File: src/core/video_tap_consts.svh
// named constants shared by the stream tap monitor and the trace collector
// Operation
// - one shared clock for monitor and collector
// - collector clocked from same source, no crossing
// - reset clears debug state only, not stream
// - monitor reset driven by collector reset output
// - downstream raises ready when it can accept
// - output valid marks every presented beat
// - output start flag marks first packet beat
// - output end flag marks last packet beat
// - word 0 returns maker and type identity
// - words 1 to 3 hold tooling configuration
// - enable plus statistics bit sends counters
// - enable plus sampling bit sends up to six beats
// - enable cleared stops new captures, not one going out
// - stream passes unchanged, undelayed, never stalled
// - count four ready/valid cycle kinds in packet
// - count valid-only and ready-only cycles between packets
`ifndef VIDEO_TAP_CONSTS_SVH
`define VIDEO_TAP_CONSTS_SVH

// monitor register words on the control port
`define REG_AW 3
`define REG_ID 3'h0
`define REG_CFG_A 3'h1
`define REG_CFG_B 3'h2
`define REG_CFG_C 3'h3
`define REG_CTRL 3'h4
// identity values are arbitrary
`define ID_MAKER 12'hA5C
`define ID_TYPE 16'h3D1
// tooling words: opaque, arbitrary contents
`define CFG_A_VAL 32'h0000_0018
`define CFG_B_VAL 32'h0000_0020
`define CFG_C_VAL 32'h0000_0006
`define CTRL_EN_BIT 0
`define CTRL_STAT_BIT 8
`define CTRL_SMP_BIT 9

// widths
`define VID_W 24
`define CAP_W 32
`define CAP_EMPTY_W 2
`define BE_W 4
`define FIFO_W 36
`define FIFO_DEPTH 8

// capture packet layout
`define N_STAT 6
`define N_SMP 6
`define N_WORDS 12
`define REM_W 4
`define IDX_W 3
`define STAT_REM 4'h6
`define SMP_MAX 3'h6

// collector APB register offsets
`define APB_AW 8
`define APB_CMD 8'h00
`define APB_WDATA 8'h04
`define APB_STATUS 8'h08
`define APB_RDATA 8'h0C
`define APB_CAPTURE 8'h10
`define APB_SOFTRST 8'h14
`define CMD_WRITE_BIT 8

`endif

File: src/core/video_tap_pkg.sv
// types shared by the stream tap monitor and the trace collector
package video_tap_pkg;
   typedef logic [31:0] word_type;
   typedef enum logic [1:0] {
      SEND_IDLE = 2'b01,
      SEND_BUSY = 2'b10
   } send_state_type;
   typedef enum logic [2:0] {
      M_IDLE = 3'b001,
      M_REQ = 3'b010,
      M_RDWAIT = 3'b100
   } mst_state_type;
endpackage : video_tap_pkg

File: src/core/video_tap_if.sv
// carrier between monitor (control slave, capture source) and collector
`timescale 1ns/1ps
`include "video_tap_consts.svh"
interface video_tap_if;
   logic [`REG_AW-1:0] ctl_address;
   logic ctl_read;
   logic ctl_write;
   logic [31:0] ctl_writedata;
   logic [`BE_W-1:0] ctl_byteenable;
   logic [31:0] ctl_readdata;
   logic ctl_readdatavalid;
   logic ctl_waitrequest;
   logic [`CAP_W-1:0] cap_data;
   logic cap_valid;
   logic cap_ready;
   logic cap_sop;
   logic cap_eop;
   logic [`CAP_EMPTY_W-1:0] cap_empty;
   logic trace_rst_n;
   modport monitor (
      input ctl_address, ctl_read, ctl_write, ctl_writedata, ctl_byteenable,
      output ctl_readdata, ctl_readdatavalid, ctl_waitrequest,
      output cap_data, cap_valid, cap_sop, cap_eop, cap_empty,
      input cap_ready, trace_rst_n
   );
   modport collector (
      output ctl_address, ctl_read, ctl_write, ctl_writedata, ctl_byteenable,
      input ctl_readdata, ctl_readdatavalid, ctl_waitrequest,
      input cap_data, cap_valid, cap_sop, cap_eop, cap_empty,
      output cap_ready, trace_rst_n
   );
endinterface : video_tap_if

File: src/core/video_tap_monitor.sv
// stream tap monitor: pass-through, flow statistics, beat sampling
`timescale 1ns/1ps
`include "video_tap_consts.svh"
module video_tap_monitor (
   input wire logic clk,
   video_tap_if.monitor tap,
   input wire logic [`VID_W-1:0] din_data,
   input wire logic din_valid,
   input wire logic din_sop,
   input wire logic din_eop,
   output logic din_ready,
   output logic [`VID_W-1:0] dout_data,
   output logic dout_valid,
   output logic dout_sop,
   output logic dout_eop,
   input wire logic dout_ready
);
   // the one clk also runs the video path and the collector
   wire dbg_rst_n = tap.trace_rst_n;

   // ---- pass-through: pure wires, nothing here sees the debug reset
   assign dout_data = din_data;
   assign dout_valid = din_valid;
   assign dout_sop = din_sop;
   assign dout_eop = din_eop;
   assign din_ready = dout_ready;

   // ---- control slave
   logic en_q;
   logic stat_q;
   logic smp_q;
   video_tap_pkg::word_type rdata_q;
   logic rdv_q;

   wire wr_ctrl = tap.ctl_write & (tap.ctl_address == `REG_CTRL);
   wire [31:0] ctrl_word = {22'h0, smp_q, stat_q, 7'h0, en_q};
   wire [31:0] id_word = {4'h0, `ID_TYPE, `ID_MAKER};
   wire [31:0] rd_mux =
      (tap.ctl_address == `REG_ID) ? id_word :
      (tap.ctl_address == `REG_CFG_A) ? `CFG_A_VAL :
      (tap.ctl_address == `REG_CFG_B) ? `CFG_B_VAL :
      (tap.ctl_address == `REG_CFG_C) ? `CFG_C_VAL :
      (tap.ctl_address == `REG_CTRL) ? ctrl_word : 32'h0;

   assign tap.ctl_waitrequest = 1'b0;
   assign tap.ctl_readdata = rdata_q;
   assign tap.ctl_readdatavalid = rdv_q;

   always_ff @(posedge clk) begin
      if (!dbg_rst_n) begin
         en_q <= 1'b0;
         stat_q <= 1'b0;
         smp_q <= 1'b0;
         rdata_q <= 32'h0;
         rdv_q <= 1'b0;
      end else begin
         rdv_q <= tap.ctl_read;
         if (tap.ctl_read) begin
            rdata_q <= rd_mux;
         end
         // words 0 to 3 ignore writes
         if (wr_ctrl && tap.ctl_byteenable[0]) begin
            en_q <= tap.ctl_writedata[`CTRL_EN_BIT];
         end
         if (wr_ctrl && tap.ctl_byteenable[1]) begin
            stat_q <= tap.ctl_writedata[`CTRL_STAT_BIT];
            smp_q <= tap.ctl_writedata[`CTRL_SMP_BIT];
         end
      end
   end

   // ---- packet tracking
   logic in_pkt_q;
   wire xfer = din_valid & dout_ready;
   // a waiting start beat already belongs to its packet
   wire active = in_pkt_q | (din_valid & din_sop);
   wire sop_x = xfer & din_sop;
   wire eop_x = xfer & din_eop & active;

   always_ff @(posedge clk) begin
      if (!dbg_rst_n) begin
         in_pkt_q <= 1'b0;
      end else if (eop_x) begin
         in_pkt_q <= 1'b0;
      end else if (sop_x) begin
         in_pkt_q <= 1'b1;
      end
   end

   // ---- statistics counters; all restart once a packet ends
   logic [`N_STAT-1:0] inc;
   video_tap_pkg::word_type cnt_q [`N_STAT];
   video_tap_pkg::word_type snap_cnt [`N_STAT];

   assign inc[0] = active & din_valid & dout_ready;
   assign inc[1] = active & din_valid & ~dout_ready;
   assign inc[2] = active & ~din_valid & dout_ready;
   assign inc[3] = active & ~din_valid & ~dout_ready;
   assign inc[4] = ~active & din_valid & ~dout_ready;
   assign inc[5] = ~active & ~din_valid & dout_ready;

   // counters wrap at 32 bits; packets that long are out of scope
   genvar gi;
   generate
      for (gi = 0; gi < `N_STAT; gi++) begin : g_cnt
         assign snap_cnt[gi] = cnt_q[gi] + 32'(inc[gi]);
         always_ff @(posedge clk) begin
            if (!dbg_rst_n || eop_x) begin
               cnt_q[gi] <= 32'h0;
            end else begin
               cnt_q[gi] <= snap_cnt[gi];
            end
         end
      end
   endgenerate

   // ---- beat sampling
   logic [`IDX_W-1:0] smp_idx_q;
   logic [`VID_W-1:0] smp_q_mem [`N_SMP];
   video_tap_pkg::word_type snap_smp [`N_SMP];
   wire smp_store = xfer & active & (smp_idx_q < `SMP_MAX);
   wire [`IDX_W-1:0] n_smp = smp_idx_q + `IDX_W'(smp_store);

   always_ff @(posedge clk) begin
      if (!dbg_rst_n || eop_x) begin
         smp_idx_q <= '0;
      end else if (smp_store) begin
         smp_idx_q <= smp_idx_q + 1'b1;
      end
   end

   always_ff @(posedge clk) begin
      if (smp_store) begin
         smp_q_mem[smp_idx_q] <= din_data;
      end
   end

   generate
      for (gi = 0; gi < `N_SMP; gi++) begin : g_snap
         // the closing beat is taken straight from the bus
         assign snap_smp[gi] = (smp_store && smp_idx_q == `IDX_W'(gi))
            ? {8'h0, din_data} : {8'h0, smp_q_mem[gi]};
      end
   endgenerate

   // ---- capture sequencer
   video_tap_pkg::send_state_type st_q;
   video_tap_pkg::word_type snd_q [`N_WORDS];
   video_tap_pkg::word_type pack [`N_WORDS];
   logic [`REM_W-1:0] rem_q;
   logic first_q;
   logic last_q;

   wire want_stat = en_q & stat_q;
   wire want_smp = en_q & smp_q;
   wire idle = (st_q == video_tap_pkg::SEND_IDLE);
   // a packet that ends while a capture is still going out is skipped
   wire start = eop_x & idle & (want_stat | want_smp);
   wire [`REM_W-1:0] rem_load = (want_stat ? `STAT_REM : 4'h0)
      + (want_smp ? {1'b0, n_smp} : 4'h0);
   wire take = (st_q == video_tap_pkg::SEND_BUSY) & tap.cap_ready;

   generate
      for (gi = 0; gi < `N_WORDS; gi++) begin : g_pack
         if (gi < `N_STAT) begin : g_lo
            assign pack[gi] = stat_q ? snap_cnt[gi] : snap_smp[gi];
         end else begin : g_hi
            assign pack[gi] = stat_q ? snap_smp[gi - `N_STAT] : 32'h0;
         end
      end
   endgenerate

   assign tap.cap_valid = (st_q == video_tap_pkg::SEND_BUSY);
   assign tap.cap_data = snd_q[0];
   assign tap.cap_sop = first_q;
   assign tap.cap_eop = last_q;
   assign tap.cap_empty = '0;

   always_ff @(posedge clk) begin
      if (!dbg_rst_n) begin
         st_q <= video_tap_pkg::SEND_IDLE;
         rem_q <= '0;
         first_q <= 1'b0;
         last_q <= 1'b0;
      end else begin
         case (st_q)
            video_tap_pkg::SEND_IDLE: begin
               if (start) begin
                  st_q <= video_tap_pkg::SEND_BUSY;
                  rem_q <= rem_load;
                  first_q <= 1'b1;
                  last_q <= (rem_load == 4'h1);
               end
            end
            video_tap_pkg::SEND_BUSY: begin
               // beat and flags move only on acceptance
               if (take) begin
                  rem_q <= rem_q - 1'b1;
                  first_q <= 1'b0;
                  last_q <= (rem_q == 4'h2);
                  if (rem_q == 4'h1) begin
                     st_q <= video_tap_pkg::SEND_IDLE;
                  end
               end
            end
            default: st_q <= video_tap_pkg::SEND_IDLE;
         endcase
      end
   end

   // snapshot and shift register; held while cap_ready is low
   always_ff @(posedge clk) begin
      if (!dbg_rst_n) begin
         for (int i = 0; i < `N_WORDS; i++) begin
            snd_q[i] <= 32'h0;
         end
      end else if (start) begin
         for (int i = 0; i < `N_WORDS; i++) begin
            snd_q[i] <= pack[i];
         end
      end else if (take) begin
         for (int i = 0; i < `N_WORDS - 1; i++) begin
            snd_q[i] <= snd_q[i + 1];
         end
         snd_q[`N_WORDS - 1] <= 32'h0;
      end
   end
endmodule : video_tap_monitor

File: src/flat_wrapper.sv
// flat-port wrapper written by rule: the top's interface ports become plain ports
module video_tap_monitor_flat 
  (clk, din_data, din_valid, din_sop, din_eop, din_ready, dout_data, dout_valid, dout_sop, dout_eop, dout_ready, tap_ctl_address, tap_ctl_read, tap_ctl_write, tap_ctl_writedata, tap_ctl_byteenable, tap_ctl_readdata, tap_ctl_readdatavalid, tap_ctl_waitrequest, tap_cap_data, tap_cap_valid, tap_cap_sop, tap_cap_eop, tap_cap_empty, tap_cap_ready, tap_trace_rst_n);
  video_tap_if tap_i ();
  input wire logic clk;
  input wire logic [`VID_W-1:0] din_data;
  input wire logic din_valid;
  input wire logic din_sop;
  input wire logic din_eop;
  output logic din_ready;
  output logic [`VID_W-1:0] dout_data;
  output logic dout_valid;
  output logic dout_sop;
  output logic dout_eop;
  input wire logic dout_ready;
  input wire logic [$bits(tap_i.ctl_address)-1:0] tap_ctl_address;
  input wire logic [$bits(tap_i.ctl_read)-1:0] tap_ctl_read;
  input wire logic [$bits(tap_i.ctl_write)-1:0] tap_ctl_write;
  input wire logic [$bits(tap_i.ctl_writedata)-1:0] tap_ctl_writedata;
  input wire logic [$bits(tap_i.ctl_byteenable)-1:0] tap_ctl_byteenable;
  output wire logic [$bits(tap_i.ctl_readdata)-1:0] tap_ctl_readdata;
  output wire logic [$bits(tap_i.ctl_readdatavalid)-1:0] tap_ctl_readdatavalid;
  output wire logic [$bits(tap_i.ctl_waitrequest)-1:0] tap_ctl_waitrequest;
  output wire logic [$bits(tap_i.cap_data)-1:0] tap_cap_data;
  output wire logic [$bits(tap_i.cap_valid)-1:0] tap_cap_valid;
  output wire logic [$bits(tap_i.cap_sop)-1:0] tap_cap_sop;
  output wire logic [$bits(tap_i.cap_eop)-1:0] tap_cap_eop;
  output wire logic [$bits(tap_i.cap_empty)-1:0] tap_cap_empty;
  input wire logic [$bits(tap_i.cap_ready)-1:0] tap_cap_ready;
  input wire logic [$bits(tap_i.trace_rst_n)-1:0] tap_trace_rst_n;
  assign tap_i.ctl_address = tap_ctl_address;
  assign tap_i.ctl_read = tap_ctl_read;
  assign tap_i.ctl_write = tap_ctl_write;
  assign tap_i.ctl_writedata = tap_ctl_writedata;
  assign tap_i.ctl_byteenable = tap_ctl_byteenable;
  assign tap_ctl_readdata = tap_i.ctl_readdata;
  assign tap_ctl_readdatavalid = tap_i.ctl_readdatavalid;
  assign tap_ctl_waitrequest = tap_i.ctl_waitrequest;
  assign tap_cap_data = tap_i.cap_data;
  assign tap_cap_valid = tap_i.cap_valid;
  assign tap_cap_sop = tap_i.cap_sop;
  assign tap_cap_eop = tap_i.cap_eop;
  assign tap_cap_empty = tap_i.cap_empty;
  assign tap_i.cap_ready = tap_cap_ready;
  assign tap_i.trace_rst_n = tap_trace_rst_n;
  video_tap_monitor u_core (.clk(clk), .tap(tap_i), .din_data(din_data), .din_valid(din_valid), .din_sop(din_sop), .din_eop(din_eop), .din_ready(din_ready), .dout_data(dout_data), .dout_valid(dout_valid), .dout_sop(dout_sop), .dout_eop(dout_eop), .dout_ready(dout_ready));
endmodule
File: config.mk
export PLATFORM = sky130hd
export DESIGN_NAME = video_tap_monitor_flat
export DESIGN_NICKNAME = d
export VERILOG_FILES = /design/src/core/video_tap_pkg.sv /design/src/core/video_tap_if.sv /design/src/core/video_tap_monitor.sv /design/src/flat_wrapper.sv
export VERILOG_INCLUDE_DIRS = /design/src /design/src/core
export SDC_FILE = /design/constraint.sdc
export NUM_CORES = 1
export LEC_CHECK = 0
export BUFFER_PORTS_ARGS = -buffer_cell sky130_fd_sc_hd__buf_2
export CAP_MARGIN = 10
export CORE_MARGIN = 2
export CORE_UTILIZATION = 55
export DETAILED_ROUTE_END_ITERATION = 12
export GPL_TIMING_DRIVEN = 0
export PLACE_DENSITY = 0.71
export SYNTH_ARGS = -nofsm -noshare
export SYNTH_HDL_FRONTEND = slang
export SYNTH_SLANG_ARGS = --single-unit
File: constraint.sdc
create_clock -name clk -period 10.9 [get_ports clk]
set_input_delay 1.635 -clock clk [delete_from_list [all_inputs] [get_ports clk]]
set_output_delay 1.635 -clock clk [all_outputs]
set_load 0.005 [all_outputs]
==> results.sh <==
export IMPL_status="finished, final reports clean"
export IMPL_worstHoldEndpoint="u_core.tap.ctl_readdata[1]$_SDFFE_PN0P_"
export IMPL_post_cts_resized=0
export IMPL_nets=3037
export IMPL_ff_latch_area_sq_um=18700
export IMPL_crit_path_max_fanout=10
export IMPL_yosys_area_top_type_share_pct=46.3
export IMPL_area_delta_synth_final_pct=13.6
export IMPL_fmax_ghz=0.217
export IMPL_critPathLaunchType="input pin"
export IMPL_cts_sinks=696
export IMPL_vias=23123
export IMPL_drive_above_1_share_pct=13.5
export IMPL_synth_ff_type="edfxtp_1"
export IMPL_die_y_um=242
export IMPL_synthesis_yosys_warnings=0
export IMPL_power_mw=5.47
export IMPL_final_core_util_pct=62.9
export IMPL_post_cts_buffers=0
export IMPL_synthArstFlopShare_pct=0
export IMPL_clk_latency_ns=0.62
export IMPL_hold_depth=2
export IMPL_drt_iter0_markers=3409
export IMPL_cts_root_buf="clkbuf_16"
export IMPL_hpwl_mm=70.6
export IMPL_p_leak_nw=12.6
export IMPL_cts_buffers=71
export IMPL_cts_tree="done"
export IMPL_dr_pass1_iters=6
export IMPL_avgSynthCellArea_sq_um=11.5
export IMPL_reg2reg_depth=9
export IMPL_fin_crit_ns=4.61
export IMPL_synth_area_leader_cell="edfxtp_1"
export IMPL_final_area_sq_um=35400
export IMPL_place_congestion=0.927
export IMPL_portBuffers=119
export IMPL_antenna_found_initial=4
export IMPL_netlist_area_sq_um=31100
export IMPL_rsz0062_at_grt="false"
export IMPL_multiInputGateArea_sq_um=11100
export IMPL_htree_levels=3
export IMPL_min_path_type="flop to flop"
export IMPL_setup_violations=0
export IMPL_pre_cts_ws_ns=5.85
export IMPL_worst_setup_path_end_kind="flop"
export IMPL_tns_ns=0
export IMPL_ant_nets=0
export IMPL_hold_viol_final=0
export IMPL_grt_max_degree=62
export IMPL_ctsHoldBuffers=0
export IMPL_r2r_end="u_core.snd_q[0][20]$_SDFFCE_PN0P_"
export IMPL_yosys_register_bits=696
export IMPL_holdCritStartpoint="u_core.tap.ctl_readdata[1]$_SDFFE_PN0P_"
export IMPL_placed_area_sq_um=33000
export IMPL_fillers=4513
export IMPL_required_ns=11.21
export IMPL_ys_types=73
export IMPL_synth_edff_count=480
export IMPL_routed_wl_mm=96.2
export IMPL_core_region_area_sq_um=56200
export IMPL_rows=87
export IMPL_ir_drop_v=0.000107
export IMPL_clkTransAtPathRegs_ns=0.07
export IMPL_cp_arrival_ns=4.92
export IMPL_first_global_vias=21961
export IMPL_routed_via_density=6.16
export IMPL_ctsLongestPathBuffers=3
export IMPL_path_class="input pin to flop"
export IMPL_ys_top_cells_by_area="edfxtp_1 46%, dfxtp_1 14%, mux2i_1 5.2%"
export IMPL_maxSlewViolCount=0
export IMPL_die_x_um=242
export IMPL_grt_pass1_wl_mm=140
export IMPL_r2r_start="u_core.in_pkt_q$_SDFFE_PP0P_"
export IMPL_ios=171
export IMPL_power_density_nw_per_um2=155
export IMPL_grtUsageTotal_pct=32.3
export IMPL_ys_seq_area_share_pct=60.2
export IMPL_wl_per_cell_um=25.6
export IMPL_clock_skew_ns=0.0233
export IMPL_overflow=0
export IMPL_worst_slew_pin_slew_ns=1.33
export IMPL_setup_ws_ns=6.29
export IMPL_die_area_sq_um=58500
export IMPL_syn_inst=2708
export IMPL_period_share_pct=42.3
export IMPL_r2r_slack_ns=7.08
export IMPL_drc=0
export IMPL_start_util_pct=55.4
export IMPL_maxCapViolations=0
export IMPL_slew_headroom_pct=11.3
-- cell usage after synthesis, types with 9 or more instances --
master	number
xnor2_1	98
a21oi_1	55
a32o_1	9
nor3_1	57
and3_1	26
and2_1	28
nand2_1	301
o31a_1	22
nor2_1	236
buf_1	10
a22o_1	48
o21ai_0	192
and4_1	24
nand3_1	89
a221oi_1	27
a221o_1	19
mux2i_1	162
xor2_1	72
dfxtp_1	216
nand4_1	58
or4_1	10
or3_1	11
a222oi_1	10
buf_2	23
nor4_1	30
buf_4	95
edfxtp_1	480
clkbuf_1	111
ha_1	25
inv_1	33
a21o_1	32
o21ai_1	10
-- sequential cells by signal (all words and copies together), names as in the netlist, 2 cells and up --
name / flops
u_core.smp_idx_q: 3
u_core.st_q: 2
u_core.cnt_q: 192
u_core.rem_q: 4
u_core.tap.ctl_readdata: 8
u_core.snd_q: 336
u_core.smp_q_mem: 144
-- area by class of cell --
type | instances | area share [%]
Clock inverter | 30 | 0.580
Clock buffer | 101 | 5.84
Inverter | 36 | 0.382
Sequential cell | 696 | 53.0
Timing Repair Buffer | 140 | 2.52
Tap cell | 756 | 2.68
Multi-Input combinational cell | 1752 | 31.3
Buffer | 242 | 3.72
Antenna cell | 2 | 0.0142
-- metal layers --
| metal | routed length, um | global-route usage [%] | share of wire [%] | up-vias |
|---|---|---|---|---|
| li1 | - | - | - | 10297 |
| met1 | 39000 | 45.2 | 41 | 11279 |
| met2 | 43000 | 49.3 | 45 | 1345 |
| met3 | 10000 | 5.94 | 10 | 200 |
| met4 | 4230 | 14.6 | 4.4 | 2 |
| met5 | 15 | 0 | 0.016 | - |
-- power breakdown --
| group | internal, mW | switching [mW] |
|---|---|---|
| combinational | 0.0543 | 0.123 |
| sequential | 2.87 | 0.0197 |
| clock | 1.37 | 1.03 |
-- worst max-delay path by stage --
stage,from,to,slack [ns],depth (start not counted)
after global placement,din_sop,u_core.snd_q[0][28]$_SDFFCE_PN0P_,-2.85,5
after CTS,dout_ready,u_core.snd_q[0][178]$_SDFFCE_PN0P_,6.45,9
final,dout_ready,u_core.snd_q[0][178]$_SDFFCE_PN0P_,6.29,9
after global routing,dout_ready,u_core.snd_q[0][178]$_SDFFCE_PN0P_,6.13,9
after detailed placement,dout_ready,u_core.snd_q[0][178]$_SDFFCE_PN0P_,5.85,9
after floorplan,din_sop,u_core.snd_q[0][0]$_SDFFCE_PN0P_,1.15,4
-- per-stage QoR --
stage,std cells,hold slack [ns]
floorplan,2726,0.462
global placement,3601,0.462
detailed placement,3621,0.477
CTS,3752,0.485
global route,3754,0.524
finish,3755,0.480
-- kinds of logic after synthesis --
kind of cell	synth area share (%)
and+or+nand+nor	14.2
DFF	60.2
AOI/OAI and AO/OA	9.78
buffers and inverters	4.66
xor gates and xnor gates	4.78
muxes	5.28
adders and majority gates	1.07
other	0.0120
-- critical path, cell delays in order --
cell and delay, ns:
buf_2 0.17, nor3b_1 0.63, ha_1 0.40, ha_1 0.26, nand4_1 0.29, nor4_4 0.76, nand3_1 0.17, xor2_1 0.38
a222oi_1 0.21
-- placed cells by master (no fill, tap or decap), types with 76 or more instances in the layout --
master	instances
dfxtp_1	216
buf_4	107
mux2i_1	162
clkbuf_16	76
o21ai_0	192
nand2_1	300
clkbuf_1	129
buf_2	143
edfxtp_1	480
nand3_1	89
xnor2_1	98
nor2_1	234
Note: power is estimated with default switching activity, not from simulation.
